## src/hidw_pkg.sv

```systemverilog
// package: constants, descriptor layout and states of the iso descriptor write-back block
package hidw_pkg;
  // descriptor geometry: eight 32-bit double-words, one aligned word each
  localparam int DESC_WORDS = 8;
  localparam int WORD_W = 32;
  localparam int WIDX_W = 3;
  // byte offsets of the descriptor double-words on the register bus
  localparam logic [31:0] OFF_DW0 = 32'h0000_0000;
  localparam logic [31:0] OFF_DW2 = 32'h0000_0008;
  localparam logic [31:0] OFF_DW4 = 32'h0000_0010;
  localparam logic [31:0] OFF_DW5 = 32'h0000_0014;
  localparam logic [31:0] OFF_DW7 = 32'h0000_001c;
  localparam logic [31:0] MAP_END = 32'h0000_0020;
  // word indexes derived from the offsets
  localparam logic [2:0] W_CTRL = OFF_DW0[4:2];
  localparam logic [2:0] W_FRAME = OFF_DW2[4:2];
  localparam logic [2:0] W_STATUS = OFF_DW4[4:2];
  localparam logic [2:0] W_CNT_LO = OFF_DW5[4:2];
  localparam logic [2:0] W_LAST = OFF_DW7[4:2];
  // field positions
  localparam int VALID_BIT = 0;
  localparam int FRAME_LSB = 0;
  localparam int FRAME_W = 8;
  localparam int MASK_LSB = 0;
  localparam int STATUS_LSB = 8;
  localparam int STATUS_W = 3;
  localparam int CNT_W = 12;
  localparam int CNT_AREA_W = 96;
  // status field bit meanings
  localparam int RES_TXN_ERR = 0;
  localparam int RES_BABBLE = 1;
  localparam int RES_UNDERRUN = 2;
  // last microframe of a descriptor
  localparam logic [2:0] LAST_UFRAME = 3'h7;
  // reset values
  localparam logic [31:0] RST_WORD = 32'h0000_0000;
  localparam logic [1:0] RST_RESP = 2'h0;
  // bus answers
  localparam logic [1:0] RESP_OKAY = 2'h0;
  localparam logic [1:0] RESP_SLVERR = 2'h2;
  localparam logic [3:0] BE_ALL = 4'hf;

  // sequencer states
  typedef enum logic [2:0] {
    S_IDLE = 3'b000,
    S_RD = 3'b001,
    S_CAP = 3'b010,
    S_MOD = 3'b011,
    S_WR = 3'b100,
    S_AXR = 3'b101,
    S_BRSP = 3'b110,
    S_RRSP = 3'b111
  } hidw_state_t;
endpackage

```

## src/hidw_iso_writeback.sv

```systemverilog
// iso descriptor write-back sequencer with axi4-lite access to the descriptor
`timescale 1ns/10ps
module hidw_iso_writeback
  import hidw_pkg::*;
(
  input wire logic clk_sys,
  input wire logic sys_rst,
  input wire logic uf_done,
  input wire logic [2:0] uf_idx,
  input wire logic uf_dir_in,
  input wire logic [11:0] uf_rx_count,
  input wire logic uf_txn_err,
  input wire logic uf_babble,
  input wire logic uf_underrun,
  input wire logic [7:0] frame_num,
  input wire logic fatal_err,
  output logic wb_busy,
  input wire logic [31:0] s_axi_awaddr,
  input wire logic s_axi_awvalid,
  output logic s_axi_awready,
  input wire logic [31:0] s_axi_wdata,
  input wire logic [3:0] s_axi_wstrb,
  input wire logic s_axi_wvalid,
  output logic s_axi_wready,
  output logic [1:0] s_axi_bresp,
  output logic s_axi_bvalid,
  input wire logic s_axi_bready,
  input wire logic [31:0] s_axi_araddr,
  input wire logic s_axi_arvalid,
  output logic s_axi_arready,
  output logic [31:0] s_axi_rdata,
  output logic [1:0] s_axi_rresp,
  output logic s_axi_rvalid,
  input wire logic s_axi_rready
);
  import hidw_pkg::*;

  // all state of the block
  typedef struct packed {
    hidw_state_t st;
    logic [2:0] ptr;            // word pointer of the read/write sweep
    logic [7:0][31:0] dbuf;     // working copy of the descriptor
    logic [2:0] ev_idx;         // captured microframe number
    logic [11:0] ev_cnt;        // captured received byte count
    logic [2:0] ev_res;         // captured result field
    logic ev_fatal;             // event is a fatal error
    logic rd_err;               // pending read hit an unmapped address
    logic awready;
    logic wready;
    logic bvalid;
    logic [1:0] bresp;
    logic arready;
    logic rvalid;
    logic [1:0] rresp;
    logic [31:0] rdata;
    logic busy;
  } hidw_regs_t;

  hidw_regs_t cur_ff;  // registered state
  hidw_regs_t nxt_st;  // next state

  // memory port controls
  logic mem_we;
  logic [3:0] mem_be;
  logic [2:0] mem_waddr;
  logic [31:0] mem_wdata;
  logic mem_re;
  logic [2:0] mem_raddr;
  logic [31:0] mem_rdata;

  // true when a byte address falls inside the descriptor
  function automatic logic is_mapped(input logic [31:0] addr);
    return (addr < MAP_END);
  endfunction

  // drops a 12-bit count into the 96-bit count area of the three top words
  function automatic logic [95:0] put_count(input logic [95:0] area, input logic [2:0] idx,
                                            input logic [11:0] cnt);
    logic [95:0] r;
    r = area;
    r[CNT_W*idx +: CNT_W] = cnt;
    return r;
  endfunction

  // descriptor store
  hidw_desc_mem u_mem (
    .clk_sys(clk_sys),
    .sys_rst(sys_rst),
    .wr_en(mem_we),
    .wr_be(mem_be),
    .wr_addr(mem_waddr),
    .wr_data(mem_wdata),
    .rd_en(mem_re),
    .rd_addr(mem_raddr),
    .rd_data(mem_rdata)
  );

  // memory port steering: sequencer sweep or bus access
  always_comb begin
    mem_we = 1'b0;
    mem_be = BE_ALL;
    mem_waddr = cur_ff.ptr;
    mem_wdata = cur_ff.dbuf[cur_ff.ptr];
    mem_re = 1'b0;
    mem_raddr = cur_ff.ptr;
    if (cur_ff.st == S_WR) begin
      // write back the modified working copy
      mem_we = 1'b1;
    end else if (cur_ff.st == S_BRSP && cur_ff.awready) begin
      // bus write at its handshake, unmapped addresses write nothing
      mem_we = is_mapped(s_axi_awaddr);
      mem_be = s_axi_wstrb;
      mem_waddr = s_axi_awaddr[4:2];
      mem_wdata = s_axi_wdata;
    end
    if (cur_ff.st == S_RD) begin
      // sweep read
      mem_re = 1'b1;
    end else if (cur_ff.st == S_AXR && cur_ff.arready) begin
      // bus read at its handshake
      mem_re = 1'b1;
      mem_raddr = s_axi_araddr[4:2];
    end
  end

  // next-state logic
  always_comb begin
    logic [95:0] area;
    area = {cur_ff.dbuf[W_LAST], cur_ff.dbuf[W_LAST - 3'h1], cur_ff.dbuf[W_CNT_LO]};
    nxt_st = cur_ff;
    unique case (cur_ff.st)
      S_IDLE: begin
        if (uf_done || fatal_err) begin
          // descriptor events win over bus traffic
          nxt_st.ev_idx = uf_idx;
          nxt_st.ev_cnt = uf_rx_count;
          nxt_st.ev_fatal = fatal_err;
          // babble only counts on in, underrun only on out
          nxt_st.ev_res[RES_TXN_ERR] = uf_txn_err;
          nxt_st.ev_res[RES_BABBLE] = uf_babble & uf_dir_in;
          nxt_st.ev_res[RES_UNDERRUN] = uf_underrun & ~uf_dir_in;
          nxt_st.ptr = 3'h0;
          nxt_st.st = S_RD;
        end else if (s_axi_awvalid && s_axi_wvalid) begin
          // take address and data together
          nxt_st.awready = 1'b1;
          nxt_st.wready = 1'b1;
          nxt_st.st = S_BRSP;
        end else if (s_axi_arvalid) begin
          nxt_st.arready = 1'b1;
          nxt_st.st = S_AXR;
        end
      end
      S_RD: begin
        // read issued, data next cycle
        nxt_st.st = S_CAP;
      end
      S_CAP: begin
        // store the word just read
        nxt_st.dbuf[cur_ff.ptr] = mem_rdata;
        nxt_st.ptr = cur_ff.ptr + 3'h1;
        nxt_st.st = (cur_ff.ptr == W_LAST) ? S_MOD : S_RD;
      end
      S_MOD: begin
        nxt_st.ptr = 3'h0;
        if (!cur_ff.dbuf[W_CTRL][VALID_BIT]) begin
          // descriptor not active: nothing to record
          nxt_st.st = S_IDLE;
        end else if (cur_ff.ev_fatal) begin
          // fatal error retires the descriptor
          nxt_st.dbuf[W_CTRL][VALID_BIT] = 1'b0;
          nxt_st.st = S_WR;
        end else begin
          // result field of this microframe, uframe 7 in the top bits
          nxt_st.dbuf[W_STATUS][STATUS_LSB + STATUS_W*cur_ff.ev_idx +: STATUS_W] = cur_ff.ev_res;
          if (cur_ff.dbuf[W_STATUS][MASK_LSB + cur_ff.ev_idx] &&
              cur_ff.dbuf[W_FRAME][FRAME_LSB +: FRAME_W] == frame_num) begin
            // count lands at 12*idx of the area; uframe 5 straddles two words
            area = put_count(area, cur_ff.ev_idx, cur_ff.ev_cnt);
            nxt_st.dbuf[W_LAST] = area[95:64];
            nxt_st.dbuf[W_LAST - 3'h1] = area[63:32];
            nxt_st.dbuf[W_CNT_LO] = area[31:0];
          end
          if (cur_ff.ev_idx == LAST_UFRAME) begin
            // whole descriptor executed
            nxt_st.dbuf[W_CTRL][VALID_BIT] = 1'b0;
          end
          nxt_st.st = S_WR;
        end
      end
      S_WR: begin
        // one word written per cycle
        nxt_st.ptr = cur_ff.ptr + 3'h1;
        if (cur_ff.ptr == W_LAST) begin
          nxt_st.st = S_IDLE;
        end
      end
      S_AXR: begin
        if (cur_ff.arready) begin
          // address taken, memory read under way
          nxt_st.arready = 1'b0;
          nxt_st.rd_err = !is_mapped(s_axi_araddr);
        end else begin
          // unmapped reads return zero with an error
          nxt_st.rdata = cur_ff.rd_err ? RST_WORD : mem_rdata;
          nxt_st.rresp = cur_ff.rd_err ? RESP_SLVERR : RESP_OKAY;
          nxt_st.rvalid = 1'b1;
          nxt_st.st = S_RRSP;
        end
      end
      S_BRSP: begin
        if (cur_ff.awready) begin
          // write done at the handshake, answer next cycle
          nxt_st.awready = 1'b0;
          nxt_st.wready = 1'b0;
          nxt_st.bvalid = 1'b1;
          nxt_st.bresp = is_mapped(s_axi_awaddr) ? RESP_OKAY : RESP_SLVERR;
        end else if (s_axi_bready) begin
          nxt_st.bvalid = 1'b0;
          nxt_st.st = S_IDLE;
        end
      end
      S_RRSP: begin
        // hold the read answer until taken
        if (s_axi_rready) begin
          nxt_st.rvalid = 1'b0;
          nxt_st.st = S_IDLE;
        end
      end
    endcase
    nxt_st.busy = (nxt_st.st != S_IDLE);
  end

  // state register
  always_ff @(posedge clk_sys) begin
    if (sys_rst) begin
      cur_ff <= '0;
      cur_ff.st <= S_IDLE;
      cur_ff.bresp <= RST_RESP;
      cur_ff.rresp <= RST_RESP;
      cur_ff.rdata <= RST_WORD;
    end else begin
      cur_ff <= nxt_st;
    end
  end

  // outputs straight from the state register
  assign wb_busy = cur_ff.busy;
  assign s_axi_awready = cur_ff.awready;
  assign s_axi_wready = cur_ff.wready;
  assign s_axi_bvalid = cur_ff.bvalid;
  assign s_axi_bresp = cur_ff.bresp;
  assign s_axi_arready = cur_ff.arready;
  assign s_axi_rvalid = cur_ff.rvalid;
  assign s_axi_rresp = cur_ff.rresp;
  assign s_axi_rdata = cur_ff.rdata;
endmodule

```

## src/hidw_desc_mem.sv

```systemverilog
// descriptor store: 8 x 32 words, one write port with byte enables, registered read port
`timescale 1ns/10ps
module hidw_desc_mem
  import hidw_pkg::*;
(
  input wire logic clk_sys,
  input wire logic sys_rst,
  input wire logic wr_en,
  input wire logic [3:0] wr_be,
  input wire logic [2:0] wr_addr,
  input wire logic [31:0] wr_data,
  input wire logic rd_en,
  input wire logic [2:0] rd_addr,
  output logic [31:0] rd_data
);
  // storage array, contents undefined until software writes it
  logic [31:0] mem_q [DESC_WORDS];

  // byte-enabled write
  always_ff @(posedge clk_sys) begin
    for (int b = 0; b < 4; b++) begin
      if (wr_en && wr_be[b]) begin
        mem_q[wr_addr][8*b +: 8] <= wr_data[8*b +: 8];
      end
    end
  end

  // read data come out of a register one cycle after rd_en
  always_ff @(posedge clk_sys) begin
    if (sys_rst) begin
      rd_data <= RST_WORD;
    end else if (rd_en) begin
      rd_data <= mem_q[rd_addr];
    end
  end
endmodule

```

## config.mk

```make
export PLATFORM = sky130hd
export DESIGN_NAME = hidw_iso_writeback
export DESIGN_NICKNAME = d
export VERILOG_FILES = /design/src/hidw_pkg.sv /design/src/hidw_iso_writeback.sv /design/src/hidw_desc_mem.sv
export SDC_FILE = /design/constraint.sdc
export NUM_CORES = 1
export LEC_CHECK = 0
export BUFFER_PORTS_ARGS = -buffer_cell sky130_fd_sc_hd__clkbuf_2
export CELL_PAD_IN_SITES_DETAIL_PLACEMENT = 1
export CELL_PAD_IN_SITES_GLOBAL_PLACEMENT = 1
export CORE_ASPECT_RATIO = 1.5
export CORE_MARGIN = 1.5
export CORE_UTILIZATION = 45
export CTS_CLUSTER_DIAMETER = 80
export CTS_CLUSTER_SIZE = 12
export DETAILED_ROUTE_END_ITERATION = 8
export HOLD_SLACK_MARGIN = 0.03
export MAX_ROUTING_LAYER = met4
export PLACE_DENSITY = 0.85
export SLEW_MARGIN = 0
export SYNTH_ARGS = -nofsm -noshare
export SYNTH_HDL_FRONTEND = slang
export SYNTH_SLANG_ARGS = --single-unit
export TNS_END_PERCENT = 5
```

## constraint.sdc

```tcl
create_clock -name clk_sys -period 11.1 [get_ports clk_sys]
set_input_delay 0 -clock clk_sys [delete_from_list [all_inputs] [get_ports clk_sys]]
set_output_delay 0 -clock clk_sys [all_outputs]
set_load 0.005 [all_outputs]
```

# Word level (Yosys, flattened, before mapping)
# Memories as Yosys holds them, arrays and structs flattened. A register that Yosys moved wholly into a read port is not among the register bits.
# Cells that the tools add are included.
dict set report totals {
  out_inout_bits 42
  wordCells 164
  regBits 324
  inputBits 136
  memories 1
  ramBits 256
}
# memory words word_bits rd rd_ports_with_merged_regs write_ports line
set mem_list {}
lappend mem_list {u_mem.mem_q 8 32 1 1 1 hidw_desc_mem.sv:17} ;# logic [31:0] mem_q [DESC_WORDS];
dict set report op_classes {
  n_shift 4
  mux 66
  reduce_logical 32
  add_sub_neg 4
  eq_ne 21
  bitwise_logic 4
  mul 2
  n_lt_le_gt_ge 5
}
# cell count
set op_table {}
lappend op_table {{bitwise mux 256 bit} 1}
lappend op_table {{two-way mux 128 bit} 2}
lappend op_table {{case mux 128 bit (2 select lines)} 1}
lappend op_table {{two-way mux 32 bit} 5}
lappend op_table {{binary-select mux 32 bit (select 3 bit)} 1}
lappend op_table {{bitwise mux 96 bit} 1}
lappend op_table {{demux 32 bit (select 3 bit)} 1}
lappend op_table {{two-way mux 96 bit} 1}
lappend op_table {{variable shift 12 x 34 -> 96 bit, first input constant} 1}
lappend op_table {{variable part select 12 x 34 -> 96 bit} 1}
lappend op_table {{less-than comparator 32 x 6 -> 1 bit, second input constant} 2}
lappend op_table {{two-way mux 3 bit} 14}
lappend op_table {{two-way mux 35 bit} 1}
lappend op_table {{negator 6 -> 34 bit} 1}
lappend op_table {{negator 7 -> 34 bit} 1}
lappend op_table {{variable shift 3 x 34 -> 32 bit, first input constant} 1}
lappend op_table {{variable part select 3 x 34 -> 32 bit} 1}
lappend op_table {{bitwise mux 32 bit} 1}
lappend op_table {{case mux 3 bit (8 select lines)} 1}
lappend op_table {{two-way mux 1 bit} 23}
lappend op_table {{inequality test 2 bit, second input constant} 11}
lappend op_table {{== test 3 bit, second input constant} 6}
lappend op_table {{AND reduction 2 bit} 6}
lappend op_table {{AND reduction 4 bit} 3}
lappend op_table {{25 further kinds} 51}

# Depth between registers and ports, before layout
# Gate-level depths: netlist (run 1).
dict set report logic_depth {
  depth_word 8
  depth_mapped 17
  depth_no_buf 11
}

# Modules after synthesis
# From an unflattened synthesis (run 1), not the netlist that was laid out.
dict set report unflattened {
  cells_unflattened 2987
  area_unflattened_um2 29221.8
}
# mod cells_each instances seq_area_each_um2 area_per_inst_um2
set by_module_without_submodules {}
lappend by_module_without_submodules {hidw_iso_writeback 2357 1 6446.2 18083.6}
lappend by_module_without_submodules {hidw_desc_mem 630 1 8328.0 11138.2}

# Worst setup path before layout (run 1)
# OpenSTA, ideal clock, no wires.
dict set report synth_timing {
  path_type {register -> register}
  start {reg cur_ff[59] (netlist bit)}
  end {reg cur_ff[233] (netlist bit)}
  path_slack_ns 7.524
  setup_time_ns 0.070
  synth_period_minus_slack_ns 3.576
  t_required_ns 11.030
  path_buffers 6
  t_arrival_ns 3.506
  stages_incl_launch_ff 18
  path_cell_list {dfxtp_1 > buf_4 > buf_2 > buf_2 > clkinv_1 > ha_1 > clkbuf_1 > nand2b_1 > nor2_1 > ha_1 > nor3_1 > nand4_2 > or3_1 > clkbuf_1 > and2_1 > buf_2 > a211o_1 > a21oi_1}
}
dict set report synth_between {
  elab_chain_cells 8
  word_cells_on_any_way 14
  classes_between {add/sub: 1; mul: 1; eq/ne: 1; shift: 2; mux: 7; reduce/logical: 2}
}
# element line
set synth_lines {}
lappend synth_lines {{start, declared} hidw_iso_writeback.sv:59} ;# hidw_regs_t cur_ff;
lappend synth_lines {{start signal, assigned} hidw_iso_writeback.sv:243} ;# cur_ff <= nxt_st;
lappend synth_lines {{multiplier 2 x 3 -> 5 bit} hidw_iso_writeback.sv:81} ;# r[CNT_W*idx +: CNT_W] = cnt;
lappend synth_lines {{negator 7 -> 34 bit} hidw_iso_writeback.sv:81}
lappend synth_lines {{variable part select 12 x 34 -> 96 bit / variable shift 12 x 34 -> 96 bit (equally long branches)} hidw_iso_writeback.sv:81}
lappend synth_lines {{bitwise mux 96 bit} hidw_iso_writeback.sv:81}
lappend synth_lines {{two-way mux 96 bit} hidw_iso_writeback.sv:176} ;# if (cur_ff.dbuf[W_STATUS][MASK_LSB + cur_ff.ev_idx] &&
lappend synth_lines {{two-way mux 128 bit} hidw_iso_writeback.sv:169} ;# end else if (cur_ff.ev_fatal) begin
lappend synth_lines {{two-way mux 128 bit} hidw_iso_writeback.sv:166} ;# if (!cur_ff.dbuf[W_CTRL][VALID_BIT]) begin
lappend synth_lines {{case mux 128 bit (2 select lines)} hidw_iso_writeback.sv:131} ;# unique case (cur_ff.st)
# Parallel ways exist; a longest one is shown, timed or not. The select of a mux whose other input is x is not followed.
# A chain may end at the register's enable or synchronous reset.

# Worst setup path in the final report (run 1)
dict set report layout_timing {
  start {reg cur_ff[60] (netlist bit)}
  end {reg cur_ff[288] (netlist bit)}
}
# Same word-level chain as after synthesis.

==> results of run 1 <==
final cells by class:
type	instances	area (sq um)	share of cell area (%)
clock buffer	87	1560	4.830
sequential	610	14780	45.74
antenna	3	7.507	0.02324
tap	805	1007	3.118
timing repair buffer	305	2074	6.422
multi-input combinational	2269	12680	39.27
clock inverter	5	82.58	0.2556
inverter	30	112.6	0.3486
cells in the final DEF (no fill, tap or decap), types with 27 or more instances in the layout:
cell           netlist  final
a221oi_1            63     63
inv_1               27     27
a211oi_1            44     44
clkbuf_1           239     29
o21ai_0             96     96
dlygate4sd3_1        0     81
buf_4               40     53
clkbuf_2             0    170
a21oi_1            319    318
clkbuf_16            0     58
nor3_1              40     37
nand3_1            169    169
mux2i_1             38     37
nand4_1             47     47
nor2_1             191    187
a22oi_1             60     60
a31oi_1             35     35
nand3b_1            36     36
edfxtp_1           256    256
nand2_1            712    709
dfxtp_1            354    353
a22o_1              76     76
timing repair:
action	CTS	global route
hold endpoints to repair	298	0
hold buffers	81	0
resized for setup	0	0
state kept, by name, indices dropped and copies added, names as in the netlist:
name	cells
cur_ff	282
s_axi_arready	1
s_axi_awready	1
s_axi_bresp	1
s_axi_bvalid	1
s_axi_rdata	32
s_axi_rresp	1
s_axi_rvalid	1
s_axi_wready	1
u_mem.mem_q	256
u_mem.rd_data	32
wb_busy	1
routing by layer:
metal	global-route usage [%]	part of all wire [%]
met2	63.04	49
met1	41.29	36
met4	24.26	7.3
met5	-	0
met3	5.190	7.5
Yosys cell counts (all sizes together) (29+ instances only):
| cell | count |
|---|---|
| nor3 | 43 |
| buf | 80 |
| nand3b | 36 |
| clkbuf | 239 |
| a22o | 76 |
| nand3 | 169 |
| a211oi | 44 |
| nand4 | 48 |
| o21ai | 109 |
| a22oi | 60 |
| a221oi | 63 |
| a21oi | 321 |
| nand2 | 712 |
| dfxtp | 354 |
| inv | 29 |
| nor2 | 191 |
| edfxtp | 256 |
| a31oi | 36 |
| mux2i | 39 |
kinds of logic (layout without fill, tap and decap cells):
family                   Yosys count  count (layout)  share of synthesized area, %
AO/OA/AOI/OAI                    869             869                         20.14
XOR/XNOR                          17              17                        0.6200
adder cells (fa/ha/maj)           13              13                        0.5896
buffers and inverters            349             427                         5.207
flip-flops                       610             610                         51.19
multiplexers                      51              51                         1.912
other                              1               5                       0.01299
AND/OR/NAND/NOR                 1317            1317                         20.33
worst paths after layout:
check                               startpoint                 to  slack [ps]  cells after the start
worst max register to register      cur_ff[60]        cur_ff[288]        5710                     11
worst min-delay path            s_axi_wdata[6]  u_mem.mem_q[6][6]          90                      3
worst max-delay path                cur_ff[60]        cur_ff[288]        5710                     11
worst min register to register  s_axi_rdata[7]     s_axi_rdata[7]         450                      2
per-stage QoR:
stage	util (%)	total power, W	setup slack, ps	hold slack (ps)	std cells
3_5_place_dp	47.12	0.003219	5900	237.8	3938
3_3_place_gp	47.12	0.003190	6021	231.0	3938
5_1_grt	51.00	0.005238	5443	62.45	4114
4_1_cts	50.99	0.005090	5871	50.96	4111
2_1_floorplan	-	0.002919	7524	136.0	3228
6_report	51.00	0.005117	5711	92.41	4114
worst register-to-register path, stage by stage (launching register included):
cell      delay, ps
dfxtp_1         350
ha_1            620
fa_1            820
xor2_2          420
nor2_1          100
ha_1            850
nand2b_1        340
nor2_1          290
o21ai_0         500
a21oi_1         590
a221oi_1        160
a211oi_1        250
where the power goes:
group          internal (W)  switching [W]  total (W)
registers           0.00237       0.000120    0.00249
logic              0.000207       0.000533   0.000740
clock network      0.000985       0.000900    0.00189
total               0.00356        0.00155    0.00512
==> metrics.md, run 1 <==
| Metric | Value |
|---|---|
| Status | `complete, no violations` |
| Slew headroom | `10.86%` |
| EDFF count, synth | `around 260` |
| Leak pwr | `approximately 11 nW` |
| Clk_lat worst skew | `approximately 650 ps` |
| Crit start category | `flop` |
| Distinct cells, synth | `89` |
| Least-Margin Pin Slew | `1309 ps` |
| VDD IR max | `0.0001290 V` |
| Vias | `27210` |
| Post-DP HPWL | `between 80 and 90 mm` |
| Yosys top cell area share | `26.64%` |
| Area delta synth->final | `11.93%` |
| Synth area leaders | `edfxtp_1 27%, dfxtp_1 25%, nand2_1 9.3%` |
| CP Cell Sequence | `ha_1 -> fa_1 -> xor2_2 -> nor2_1 -> ha_1 -> nand2b_1 -> nor2_1 -> o21ai_0 -> a21oi_1 -> a221oi_1 -> a211oi_1` |
| Share of cells above drive strength 1 | `10.53%` |
| Top_reg_cell synth | `dfxtp_1` |
| Die ar. | `65700 sq um` |
| CTS Buffer Depth | `3` |
| Initial antenna violation count | `5` |
| Global Route Usage Sum | `about 37%` |
| CP max-delay cell | `ha_1` |
| Clock Sinks | `610` |
| PD cells | `158.4 nW/um^2` |
| H-tree depth | `2` |
| Routed wire length | `120.4 mm` |
| Max Clk Rate | `185.6 MHz` |
| Global route overflow | `0` |
| Slew Limit Fails | `0` |
| DIE HEIGHT | `around 310 um` |
| DR DRC count | `0` |
| Mapped Avg Cell Area | `8.944 sq um` |
| RD Place Congestion | `0.9540` |
| Clock Skew | `18.45 ps` |
| Std cell rows | `113` |
| Ys Warns | `0` |
| Starting Density | `a little under half` |
| Critical path fanouts, max | `21` |
| Tmin final | `5389 ps` |
| Crit end category | `flop` |
| Fraction of registers with async set/reset | `0%` |
| Final Net Count | `3422` |
| Routed Antenna Nets | `0` |
| Synth area leader | `edfxtp_1` |
| Core footprint | `63340 sq um` |
| Largest net degree at the start of global routing | `124` |
| Critical Path RT | `11640 ps` |
| Initial DRC count | `2543` |
| Clk root buf | `clkbuf_16` |
| Tcrit/Tclk final | `48.55%` |
| Final hold viol count | `0` |
| Setup Viol. Count Final | `0` |
| Total setup buffers inserted after CTS | `0` |
| Crit path buffers/inverters | `0` |
| Crit-path leading delay family | `adder cells` |
| Num CTS Buffers | `57` |
| Via density | `around 6.6` |
| CTS tree | `built` |
| Crit path kind | `reg -> reg` |
| CTS clk-pin slew, worst paths | `70 ps` |
| First-pass GRT wire length | `179.6 mm` |
| Vias in the first global route | `between 20000 and 30000` |
| Routed WL per cell | `29.27 um` |
| Max cap viols | `0` |
| FF+latch count, synth | `slightly above 600` |
| Port Buf Inserts | `171` |
| Post-route design area | `32300 sq um` |
| Worst path max stage delay | `850 ps` |
| Register area share after synthesis | `between 50% and 60%` |
| Gate Count Post-Synth | `3227` |
| RSZ-0062 raised after global routing | `no` |
| Worst EP arrival | `5930 ps` |
| Ports | `178` |
| Cell area after placement | `29840 sq um` |
| Filler cell count | `7231` |
| Mapped cell area | `between 20000 and 30000 sq um` |
| Setup TNS | `0 ps` |
| HP Class | `in -> reg` |
| Die W | `between 200 and 250 um` |
| Initial DRT Pass Iterations | `6` |
Power figures use the tool's default switching activity.
==> run 2, diff against run 1 <==
Settings changed: CORE_UTILIZATION 45 to 43.
Clock period 11.1 ns to 4.33 ns, I/O delays scaled along.
==> metrics.md, run 2 (synthesized netlist as in run 1, its figures left out) <==
| Metric | Value |
|---|---|
| DIE HEIGHT | `320.3 um (+2.3%)` |
| Worst EP arrival | `4400 ps (-1530 ps)` |
| RD Place Congestion | `0.9936 (+4.2%)` |
| Post-DP HPWL | `81.92 mm (+1.1%)` |
| Hold slack | `123.9 ps (+31.52 ps)` |
| CP max-delay cell | `xnor2_1` |
| CP Cell Sequence | `ha_1 -> fa_1 -> buf_4 -> nor3_2 -> xnor2_1 -> nand2_1 -> o32ai_4 -> a21oi_1 -> a221oi_1` |
| Clk_lat worst skew | `640 ps (about the same)` |
| Max cap viols | `0 (unchanged)` |
| Setup slack, reg-to-reg | `460 ps (-5250 ps)` |
| Vias in the first global route | `29350 (+2.7%)` |
| Slew Limit Fails | `0 (unchanged)` |
| Max Clk Rate | `258.4 MHz (+39%)` |
| Std cell rows | `116 (+2.7%)` |
| Crit start category | `flop` |
| Global route overflow | `0 (unchanged)` |
| PD cells | `393.3 nW/um^2 (+150%)` |
| Initial DRT Pass Iterations | `7 (+1)` |
| Ports | `178 (unchanged)` |
| Clk root buf | `clkbuf_16` |
| DR DRC count | `0 (unchanged)` |
| Fin util | `49.70% (-1.3 points)` |
| Cell area after placement | `30760 sq um (+3.1%)` |
| Port Buf Inserts | `171 (unchanged)` |
| Largest net degree at the start of global routing | `147 (+19%)` |
| Total setup buffers inserted after CTS | `0 (unchanged)` |
| Crit Reg-Reg Endpoint | `cur_ff[262]` |
| Setup Viol. Count Final | `0 (unchanged)` |
| Routed WL per cell | `28.34 um (-3.2%)` |
| Most frequent cells in the layout | `710 x nand2_1, 352 x dfxtp_1, 318 x a21oi_1` |
| Filler cell count | `7612 (+5.3%)` |
| Slew headroom | `19.81% (+8.9 points)` |
| Worst r2r path cells | `9 (-2)` |
| Crit path to | `cur_ff[262]` |
| Worst r2r src | `cur_ff[59]` |
| Critical Path RT | `4860 ps (-6780 ps)` |
| Final hold viol count | `0 (unchanged)` |
| Routed Antenna Nets | `0 (unchanged)` |
| CTS Buffer Depth | `3 (unchanged)` |
| Global Route Usage Sum | `35.59% (-1.8 points)` |
| Largest registers | `cur_ff: 282 flops, u_mem.mem_q: 256 flops` |
| Critical path fanouts, max | `13 (-38%)` |
| Core footprint | `66620 sq um (+5.2%)` |
| Routed wire length | `121.4 mm (+0.81%)` |
| Least-Margin Pin Slew | `1194 ps (-114.8 ps)` |
| Tmin final | `3870 ps (-1519 ps)` |
| Worst path max stage delay | `960 ps (+110 ps)` |
| Share of cells above drive strength 1 | `12.84% (+2.3 points)` |
| Post-route design area | `33110 sq um (+2.5%)` |
| Setup TNS | `0 ps (unchanged)` |
| Area delta synth->final | `14.72%` |
| Crit path kind | `reg -> reg` |
| Vias | `27880 (+2.5%)` |
| Crit path buffers/inverters | `1 (+1)` |
| Initial antenna violation count | `4 (-1)` |
| Number of flip-flops under the largest register name | `282 (unchanged)` |
| Starting Density | `43.32% (-2.2 points)` |
| Clock Sinks | `610 (unchanged)` |
| Via density | `6.509 (-1.6%)` |
| Clock Skew | `21.76 ps (+3.309 ps)` |
| H-tree depth | `2 (unchanged)` |
| Die ar. | `68720 sq um (+4.6%)` |
| Most common cell after layout, fill and taps aside | `nand2_1` |
| CTS tree | `built` |
| Num CTS Buffers | `56 (-1.8%)` |
| Status | `complete, no violations` |
| Leak pwr | `11.45 nW (+4.2%)` |
| VDD IR max | `0.0003075 V (+140%)` |
| Crit path from | `cur_ff[59]` |
| Crit end category | `flop` |
| Hold buffers post-CTS | `78 (-3.7%)` |
| First-pass GRT wire length | `180.7 mm (+0.59%)` |
| Crit-path leading delay family | `compound AO/OA/AOI/OAI gates` |
| HP Class | `in -> reg` |
| Largest Register | `cur_ff` |
| CTS clk-pin slew, worst paths | `70 ps (about the same)` |
| Final Net Count | `3512 (+2.6%)` |
| Resized cells post-CTS | `0 (unchanged)` |
| RSZ-0062 raised after global routing | `no` |
| CP Depth | `9 (-2)` |
| Die W | `214.5 um (+2.3%)` |
| Initial DRC count | `2684 (+5.5%)` |
| Tcrit/Tclk final | `89.39% (+41 points)` |
-- run 2: routing by layer --
layer / wire length (um) / global-route usage [%] / up-vias
met4: 11060 / 28.31 / 0
met3: 8889 / 4.931 / 622
met5: 0 / - / -
li1: - / - / 11900
met1: 42240 / 37.97 / 13710
met2: 59210 / 59.45 / 1653
-- run 2: power by group --
group | switching, W | total [W] | internal (W) | leakage [nW]
Clock | 0.00222 | 0.00464 | 0.00242 | 0.749
Sequential | 0.000317 | 0.00639 | 0.00608 | 5.23
Combinational | 0.00138 | 0.00199 | 0.000609 | 5.47
Total | 0.00391 | 0.0130 | 0.00911 | 11.5
-- run 2: final cells by class --
type                            instances  area [sq um]  area share (%)
Antenna cell                            3         7.507         0.02267
Clock buffer                           89          1546           4.671
Clock inverter                          2         17.52         0.05291
Inverter                               30         112.6          0.3401
Multi-Input combinational cell       2269         12680           38.29
Sequential cell                       610         14780           44.63
Tap cell                              885          1107           3.344
Timing Repair Buffer                  396          2863           8.646
-- run 2: worst min-delay path: cells and delay by family --
family,cells,cell delay [ps]
buf+inv,1,90
simple gates,1,240
compound gates,1,210
-- run 2: metrics by stage --
stage | setup slack (ps) | std cells | total power (W)
after floorplan | 753.7 | 3228 | 0.007482
after global placement | 631.5 | 4112 | 0.008286
after detailed placement | 610.9 | 4112 | 0.008338
after CTS | 591.3 | 4281 | 0.01293
after global routing | 173.7 | 4283 | 0.01333
final | 459.6 | 4284 | 0.01302
-- run 2: worst min path at each step --
stage,cells past startpoint,startpoint,end,slack [ps]
2_1_floorplan,2,uf_rx_count[3],cur_ff[50],140
5_1_grt,3,s_axi_wdata[20],u_mem.mem_q[3][20],90
4_1_cts,4,s_axi_wdata[15],u_mem.mem_q[2][15],60
6_report,3,s_axi_wdata[20],u_mem.mem_q[6][20],120
3_5_place_dp,3,uf_rx_count[10],cur_ff[57],230
3_3_place_gp,3,uf_rx_count[10],cur_ff[57],230
